File: config.mk
export PLATFORM = sky130hd
export DESIGN_NAME = nps_settings_regs
export DESIGN_NICKNAME = d
export VERILOG_FILES = /design/src/nps_pkg.sv /design/src/nps_settings_regs.sv
export SDC_FILE = /design/constraint.sdc
export NUM_CORES = 1
export LEC_CHECK = 0
export BUFFER_PORTS_ARGS = -buffer_cell sky130_fd_sc_hd__buf_4
export CAP_MARGIN = 20
export CORE_ASPECT_RATIO = 1.5
export CORE_MARGIN = 10
export CORE_UTILIZATION = 46
export CTS_CLUSTER_SIZE = 20
export DETAILED_ROUTE_END_ITERATION = 10
export PLACE_DENSITY = 0.84
export SLEW_MARGIN = 20
export SYNTH_ARGS = -nofsm -noshare
export SYNTH_HDL_FRONTEND = slang
export SYNTH_SLANG_ARGS = --single-unit
File: constraint.sdc
create_clock -name i_clk -period 2.2 [get_ports i_clk]
set_input_delay 0.11 -clock i_clk [delete_from_list [all_inputs] [get_ports i_clk]]
set_output_delay 0.11 -clock i_clk [all_outputs]
set_load 0.01 [all_outputs]
File: src/nps_pkg.sv
// Package with addresses, fields, reset values and types of the settings bank
package nps_pkg;
  // Register addresses
  localparam logic [7:0] ADDR_FRAMING = 8'h07;
  localparam logic [7:0] ADDR_TARGET  = 8'h08;
  localparam logic [7:0] ADDR_STREAM  = 8'h09;
  localparam logic [7:0] ADDR_AUX     = 8'h0A;
  // Reset values
  localparam logic [7:0] RST_FRAMING = 8'h00;
  localparam logic [7:0] RST_TARGET  = 8'h00;
  localparam logic [7:0] RST_STREAM  = 8'h00;
  localparam logic [7:0] RST_AUX     = 8'h00;
  // Writable bits; the others are reserved and hold zero
  localparam logic [7:0] MASK_FRAMING = 8'hF3;
  localparam logic [7:0] MASK_TARGET  = 8'hFD;
  localparam logic [7:0] MASK_STREAM  = 8'h7F;
  localparam logic [7:0] MASK_AUX     = 8'hBF;
  // Field positions
  localparam int FR_TR1_LO   = 6;
  localparam int FR_NO_SOF   = 5;
  localparam int FR_NO_EOF   = 4;
  localparam int FR_PRE_LO   = 0;
  localparam int TG_FDEL_LO  = 4;
  localparam int TG_PEER_OFF = 3;
  localparam int TG_POLL_OFF = 2;
  localparam int TG_ANTI_OFF = 0;
  localparam int ST_SCF_LO   = 5;
  localparam int ST_SCP_LO   = 3;
  localparam int ST_STX_LO   = 0;
  localparam int AX_NO_CRC   = 7;
  localparam int AX_ID_LO    = 4;
  localparam int AX_PHASE    = 3;
  localparam int AX_DIS_CORR = 2;
  localparam int AX_N_LO     = 0;
  // Timing figures in 1/fs, symbols and carrier periods; identifier sizes in bytes
  localparam logic [7:0] TR1_NOM_FS  = 8'h50;
  localparam logic [7:0] TR1_SLOW_FS = 8'h40;
  localparam logic [7:0] TR1_FAST_FS = 8'h20;
  localparam logic [6:0] PRE_BASE    = 7'h30;
  localparam logic [7:0] SC_DIV_MAX  = 8'h40;
  localparam logic [7:0] SC_DIV_BPSK = 8'h10;
  localparam logic [7:0] STX_DIV_MAX = 8'h80;
  localparam logic [2:0] ID_SHORT    = 3'h4;
  localparam logic [2:0] ID_LONG     = 3'h7;
  typedef enum logic [2:0] {
    P_NFCA, P_NFCB, P_NFCF, P_T1T, P_STREAM_SC, P_STREAM_BPSK
  } nps_proto_e;
  typedef enum logic [1:0] {
    RX_NONE, RX_CORR, RX_PULSE, RX_PULSE_COH
  } nps_rx_e;
  typedef struct packed {
    logic [7:0] addr;
    logic [7:0] wdata;
    logic       wr;
    logic       rd;
  } nps_bus_s;
  typedef struct packed {
    logic [7:0]  tr1_fs;
    logic        tr1_ok;
    logic        sof_opt;
    logic        eof_opt;
    logic [6:0]  preamble;
    logic [3:0]  fdt_comp;
    logic [11:0] fdt_eff;
    logic        peer_det_en;
    logic        auto_poll_en;
    logic        auto_anti_en;
    logic        fifo_only;
    logic [7:0]  sc_div;
    logic        sc_ok;
    logic [3:0]  pulses;
    logic        pulse_ok;
    logic [7:0]  stx_div;
    logic        stx_ok;
    logic        crc_check;
    logic [2:0]  id_bytes;
    logic        id_ok;
    logic        phase_90;
    nps_rx_e     rx_mode;
    logic [1:0]  field_n;
  } nps_cfg_s;
endpackage

File: src/nps_settings_regs.sv
// Protocol settings register bank with decoded settings for the engines
// What this block does
// - TR1 code 00 is 80/fs; 01 is 64/fs slow, 32/fs fast; rest unused.
// - SOF-omission bit lets NFC-B take frames without start-of-frame.
// - EOF-omission bit lets NFC-B take frames without EOF, coherent only.
// - Preamble code selects 48, 64, 80 or 96, also for active peer.
// - Emulation FDT cut by compensation times one carrier period.
// - Target bit 3 set disables active peer frame recognition.
// - Target bit 2 set disables the automatic polling reply.
// - Target bit 0 set disables automatic NFC-A anticollision.
// - Automatic replies off: no replies, target traffic goes via FIFO.
// - Period code 000..011 gives fc/128..fc/16; top bit set is reserved.
// - CRC bypass bit set skips CRC checks; cleared, frames are checked.
// - REQA/WUPA replies and anticollision frames are never CRC checked.
// - Identifier size code 00 is 4 bytes, 01 is 7; upper bit reserved.
// - Phase clock bit picks 0 or 90 degree clock for phase measurement.
// - Correlator bit chooses correlator or pulse reception per protocol.
// - Two-bit n value feeds field-on commands; host writes it beforehand.
`timescale 1ns/1ps
module nps_settings_regs (
  // Clock and reset
  input  wire logic                i_clk,
  input  wire logic                i_rst_n,
  // Register port
  input  wire nps_pkg::nps_bus_s   i_bus,
  output logic [7:0]               o_rdata,
  // Engine context
  input  wire nps_pkg::nps_proto_e i_proto,
  input  wire logic                i_slow_rate,
  input  wire logic                i_reqa_wupa_rx,
  input  wire logic                i_antcl,
  input  wire logic [11:0]         i_fdt_nominal,
  // Decoded settings
  output nps_pkg::nps_cfg_s        o_cfg
);

  logic [7:0]        regs_reg [4];
  logic [7:0]        regs_next [4];
  logic [7:0]        rdata_reg;
  logic [7:0]        rdata_next;
  nps_pkg::nps_cfg_s cfg_reg;
  nps_pkg::nps_cfg_s cfg_next;

  function automatic logic f_hit(input logic [7:0] addr);
    return addr >= nps_pkg::ADDR_FRAMING && addr <= nps_pkg::ADDR_AUX;
  endfunction

  function automatic logic [1:0] f_idx(input logic [7:0] addr);
    logic [7:0] diff;
    diff = addr - nps_pkg::ADDR_FRAMING;
    return diff[1:0];
  endfunction

  function automatic logic [7:0] f_mask(input logic [1:0] idx);
    logic [7:0] m;
    unique case (idx)
      2'h0: m = nps_pkg::MASK_FRAMING;
      2'h1: m = nps_pkg::MASK_TARGET;
      2'h2: m = nps_pkg::MASK_STREAM;
      2'h3: m = nps_pkg::MASK_AUX;
    endcase
    return m;
  endfunction

  // Divider from the slowest rate halved once per code step
  function automatic logic [7:0] f_div(input logic [7:0] base,
                                       input logic [1:0] code);
    return base >> code;
  endfunction

  // Register writes; reserved bits are masked off
  always_comb begin
    regs_next = regs_reg;
    if (i_bus.wr && f_hit(i_bus.addr)) begin
      regs_next[f_idx(i_bus.addr)] =
        i_bus.wdata & f_mask(f_idx(i_bus.addr));
    end
  end

  always_ff @(posedge i_clk or negedge i_rst_n) begin
    if (!i_rst_n) begin
      regs_reg[0] <= nps_pkg::RST_FRAMING;
      regs_reg[1] <= nps_pkg::RST_TARGET;
      regs_reg[2] <= nps_pkg::RST_STREAM;
      regs_reg[3] <= nps_pkg::RST_AUX;
    end else begin
      regs_reg <= regs_next;
    end
  end

  // Read data stand one cycle; unmapped addresses read zero
  always_comb begin
    rdata_next = 8'h00;
    if (i_bus.rd && f_hit(i_bus.addr)) begin
      rdata_next = regs_reg[f_idx(i_bus.addr)];
    end
  end

  always_ff @(posedge i_clk or negedge i_rst_n) begin
    if (!i_rst_n) begin
      rdata_reg <= 8'h00;
    end else begin
      rdata_reg <= rdata_next;
    end
  end

  // Settings decode
  always_comb begin
    logic [7:0] fr;
    logic [7:0] tg;
    logic [7:0] st;
    logic [7:0] ax;
    logic [1:0] scf;
    logic [1:0] scp;
    logic [2:0] stx;
    logic       bpsk;
    logic       stream;
    fr = regs_reg[0];
    tg = regs_reg[1];
    st = regs_reg[2];
    ax = regs_reg[3];
    scf = st[nps_pkg::ST_SCF_LO +: 2];
    scp = st[nps_pkg::ST_SCP_LO +: 2];
    stx = st[nps_pkg::ST_STX_LO +: 3];
    bpsk = i_proto == nps_pkg::P_STREAM_BPSK;
    stream = bpsk || i_proto == nps_pkg::P_STREAM_SC;
    cfg_next = '0;
    unique case (fr[nps_pkg::FR_TR1_LO +: 2])
      2'b00: begin
        cfg_next.tr1_fs = nps_pkg::TR1_NOM_FS;
        cfg_next.tr1_ok = 1'b1;
      end
      2'b01: begin
        cfg_next.tr1_fs = i_slow_rate ? nps_pkg::TR1_SLOW_FS
                                      : nps_pkg::TR1_FAST_FS;
        cfg_next.tr1_ok = 1'b1;
      end
      default: begin
        cfg_next.tr1_fs = 8'h00;
        cfg_next.tr1_ok = 1'b0;
      end
    endcase
    cfg_next.sof_opt = fr[nps_pkg::FR_NO_SOF];
    cfg_next.preamble = nps_pkg::PRE_BASE +
      {1'b0, fr[nps_pkg::FR_PRE_LO +: 2], 4'h0};
    cfg_next.fdt_comp = tg[nps_pkg::TG_FDEL_LO +: 4];
    if (i_fdt_nominal > {8'h00, cfg_next.fdt_comp}) begin
      cfg_next.fdt_eff = i_fdt_nominal - {8'h00, cfg_next.fdt_comp};
    end else begin
      cfg_next.fdt_eff = 12'h000;
    end
    cfg_next.peer_det_en = !tg[nps_pkg::TG_PEER_OFF];
    cfg_next.auto_poll_en = !tg[nps_pkg::TG_POLL_OFF];
    cfg_next.auto_anti_en = !tg[nps_pkg::TG_ANTI_OFF];
    cfg_next.fifo_only = tg[nps_pkg::TG_POLL_OFF] &&
                         tg[nps_pkg::TG_ANTI_OFF];
    if (bpsk) begin
      cfg_next.sc_ok = scf == 2'b00;
      cfg_next.sc_div = cfg_next.sc_ok ? nps_pkg::SC_DIV_BPSK : 8'h00;
    end else begin
      cfg_next.sc_ok = 1'b1;
      cfg_next.sc_div = f_div(nps_pkg::SC_DIV_MAX, scf);
    end
    cfg_next.pulse_ok = scp[1] || bpsk;
    cfg_next.pulses = cfg_next.pulse_ok ? 4'h1 << scp : 4'h0;
    cfg_next.stx_ok = !stx[2];
    cfg_next.stx_div = cfg_next.stx_ok ?
      f_div(nps_pkg::STX_DIV_MAX, stx[1:0]) : 8'h00;
    cfg_next.crc_check = !ax[nps_pkg::AX_NO_CRC] &&
                         !i_reqa_wupa_rx && !i_antcl;
    cfg_next.id_ok = !ax[nps_pkg::AX_ID_LO + 1];
    if (!cfg_next.id_ok) begin
      cfg_next.id_bytes = 3'h0;
    end else if (ax[nps_pkg::AX_ID_LO]) begin
      cfg_next.id_bytes = nps_pkg::ID_LONG;
    end else begin
      cfg_next.id_bytes = nps_pkg::ID_SHORT;
    end
    cfg_next.phase_90 = ax[nps_pkg::AX_PHASE];
    cfg_next.field_n = ax[nps_pkg::AX_N_LO +: 2];
    // Receiver selection
    if (!ax[nps_pkg::AX_DIS_CORR]) begin
      if (!stream || (scf == 2'b01 && scp == 2'b11)) begin
        cfg_next.rx_mode = nps_pkg::RX_CORR;
      end else begin
        cfg_next.rx_mode = nps_pkg::RX_NONE;
      end
    end else begin
      unique case (i_proto)
        nps_pkg::P_NFCB: cfg_next.rx_mode = nps_pkg::RX_PULSE_COH;
        nps_pkg::P_NFCF,
        nps_pkg::P_STREAM_SC,
        nps_pkg::P_STREAM_BPSK: cfg_next.rx_mode = nps_pkg::RX_PULSE;
        default: cfg_next.rx_mode = nps_pkg::RX_NONE;
      endcase
    end
    cfg_next.eof_opt = fr[nps_pkg::FR_NO_EOF] &&
      cfg_next.rx_mode == nps_pkg::RX_PULSE_COH;
  end

  always_ff @(posedge i_clk or negedge i_rst_n) begin
    if (!i_rst_n) begin
      cfg_reg <= '0;
    end else begin
      cfg_reg <= cfg_next;
    end
  end

  assign o_rdata = rdata_reg;
  assign o_cfg   = cfg_reg;

  // Checks start one edge after reset release, once the decode is valid
  logic chk_arm_reg;
  logic chk_arm_next;

  always_comb begin
    chk_arm_next = 1'b1;
  end

  always_ff @(posedge i_clk or negedge i_rst_n) begin
    if (!i_rst_n) begin
      chk_arm_reg <= 1'b0;
    end else begin
      chk_arm_reg <= chk_arm_next;
    end
  end
endmodule

==> metrics.csv <==
metric,value,unit
grt_pass1_wl,14500,microns
worst_pin_slew,0.556,ns
period_minus_slack,2.22,ns
met2WireLength,4980,microns
p_leak,2.51,nW
synthTopCellsByCount,"92 x dfrtp_1, 33 x mux2_2, 21 x nor2b_1",
synth_ff_type,dfrtp_1,
drtIter0Drc,90,
multiInputGateArea,1410,sq um
yosysMostFrequentCell,dfrtp_1,
fin_area,5080,sq um
ioPinCount,117,
yosysTopAreaCellShare,59.5,%
nFillCells,625,
wl_met1,3170,microns
maxCapViolCount,0,
fin_crit_sh,101,%
synth_cells,285,
synth_edf_count,0,
wire_per_inst,17.8,microns
ys_seq_area_share,59.5,%
hpwl,6980,microns
synthesis.area,3870,sq um
finalSetupTns,-0.0150,ns
violations,negative setup slack,
grt_pass1_vias,2771,
htree_levels,3,
num-nets-final,457,
worstPathRequired,2.42,ns
cts_buffer_depth,2,
yosys_warnings,0,
clock_latency,0.34,ns
hold_viol_final,0,
die_w,94.9,microns
slew_viol_final,0,
status,finished with violations,
fmax,0.451,GHz
crit_type,reg2reg,
grt_overflow,0,
crit_fanout,2,
instances_no_fill,512,
clk_pin_slew,0.06,ns
worstSetupEndpointType,register,
met3WireLength,743,microns
synth_seq_cells,92,
regArea,2300,sq um
dieArea,12500,sq um
core-area,8110,sq um
yosysTopAreaCell,dfrtp_1,
cp.arrival,2.44,ns
peakVddDrop,414,uV
num_vias,2571,
cts_tree,done,
grt_max_degree,51,
cts_buffers,9,
synth_area_leaders,"dfrtp_1 60%, mux2_2 9.6%, mux4_2 4.7%, ha_1 4.2%, buf_4 3.7%",
cts_root_buf,clkbuf_16,
drive_gt1_share,42.8,%
dr.max_layer_used,met4,
antenna_found_initial,0,
setup_violations,1,
syn_area_per_cell,13.6,sq um
synth_cell_types,39,
io_buffers,99,
route.detailed.drc,0,
start_util,47.7,%
finClkSkew,0.00486,ns
drt-total-wl,9140,microns
cp-start-kind,register,
die_y,132,microns
largest_register_ff_count,52,
power_density,722,nW/um^2
gp_congestion,0.824,
first_pass_iters,4,
antenna_cells,0,
dp_cells,492,
async_flop_share,100,%
grt_use_total,14.9,%
fin_ws,-0.0150,ns
min_path_type,in2reg,
cts.sinks,92,
viasPerCell,5.02,
relSlewSlack,62.9,%
ant_nets,0,
rsz0062_at_grt,yes,
place_area,4740,sq um
place_ws,-0.0138,ns
core.rowCount,40,
syn_to_final_growth,31.5,%
==> report_power, final <==
group | switching (W) | internal, W | total [W] | leakage [nW]
Combinational | 0.000205 | 0.000204 | 0.000409 | 1.19
Clock | 0.000574 | 0.000887 | 0.00146 | 0.140
Sequential | 0.0000379 | 0.00176 | 0.00180 | 1.18
==> metal layers <==
layer,vias up,GRT usage (%)
met1,1251,15.0
met4,0,7.60
met2,105,26.4
met5,-,0
li1,1196,-
met3,19,4.56
==> final cells by class <==
type                    count  share of cell area, %
repair buffers            116                   17.6
clock inverters             3                  0.788
flip-flops and latches     92                   45.3
multi-input cells         167                   27.6
well taps                 105                   2.58
inverters                  19                   1.40
clock buffers              10                   4.70
==> through the flow <==
stage / hold slack [ns] / util, % / total power, W
floorplan: -0.186 / - / 0.00202
global placement: 0.133 / 58.5 / 0.00222
detailed placement: 0.137 / 58.5 / 0.00223
CTS: 0.0184 / 62.6 / 0.00370
global route: 0.0278 / 62.7 / 0.00382
finish: 0.0287 / 62.7 / 0.00367
==> cell families (layout without fill, tap and decap cells) <==
| family | Yosys count | in the layout | share of synthesized area [%] |
|---|---|---|---|
| flops | 92 | 92 | 59.5 |
| simple gates | 66 | 66 | 10.1 |
| buf+inv | 42 | 148 | 5.99 |
| mux | 41 | 41 | 14.3 |
| compound gates | 24 | 24 | 4.11 |
| fa+ha+maj | 14 | 14 | 4.73 |
| xor+xnor | 5 | 5 | 1.13 |
| other cells | 1 | 17 | 0.0970 |
==> timing repair <==
action	4_1_cts	5_1_grt
hold buffers	4	0
gates resized for setup	1	1
cloned	0	0
hold endpoints to repair	45	0
pin swaps	2	0
buffers inserted	2	1
setup endpoints to repair	1	2
==> placed cells by master (no fill, tap or decap), types with 2 or more instances in the layout <==
cell type      netlist  layout
a211oi_1             4       4
a21o_1               2       2
a21oi_1              5       5
and3_1               3       3
buf_4               19     111
clkbuf_16            0       9
clkinv_2             0       2
conb_1               1      17
dfrtp_1             92      92
dlygate4sd3_1        0       4
ha_1                13      12
inv_1               19      18
mux2_2              33      32
mux4_2               8       8
nand2_1              3       3
nand2b_1             2       2
nand3_1              2       2
nand4_1              5       5
nor2_1              12      12
nor2b_1             21      21
nor3_1               3       3
nor3b_1              3       3
o21ai_0              3       3
o22ai_1              2       2
o31ai_1              3       3
or3_1                2       2
or3_2                2       2
or4_1                3       3
or4_4                2       3
xnor2_1              4       4
==> worst paths after layout <==
kind                                    from  cells past startpoint   endpoint  slack (ns)
setup reg to reg                cfg_next[49]                      7  o_cfg[47]       -0.02
setup / recovery                cfg_next[49]                      7  o_cfg[47]       -0.02
hold / removal             i_fdt_nominal[10]                      2  o_cfg[47]        0.03
max in group asynchronous            i_rst_n                      3  o_cfg[22]        1.25
min in group asynchronous            i_rst_n                      2  o_cfg[15]        0.31
hold reg to reg                  cfg_next[0]                      0   o_cfg[0]        0.41
==> worst max-delay path: stages (launching register included) <==
cell and delay (ns):
dfrtp_1 0.37, ha_2 0.19, inv_2 0.04, fa_2 0.34, a21o_1 0.20, a21o_1 0.18, or4_4 0.48, mux2_4 0.30
(Power assumes the default switching activity.)
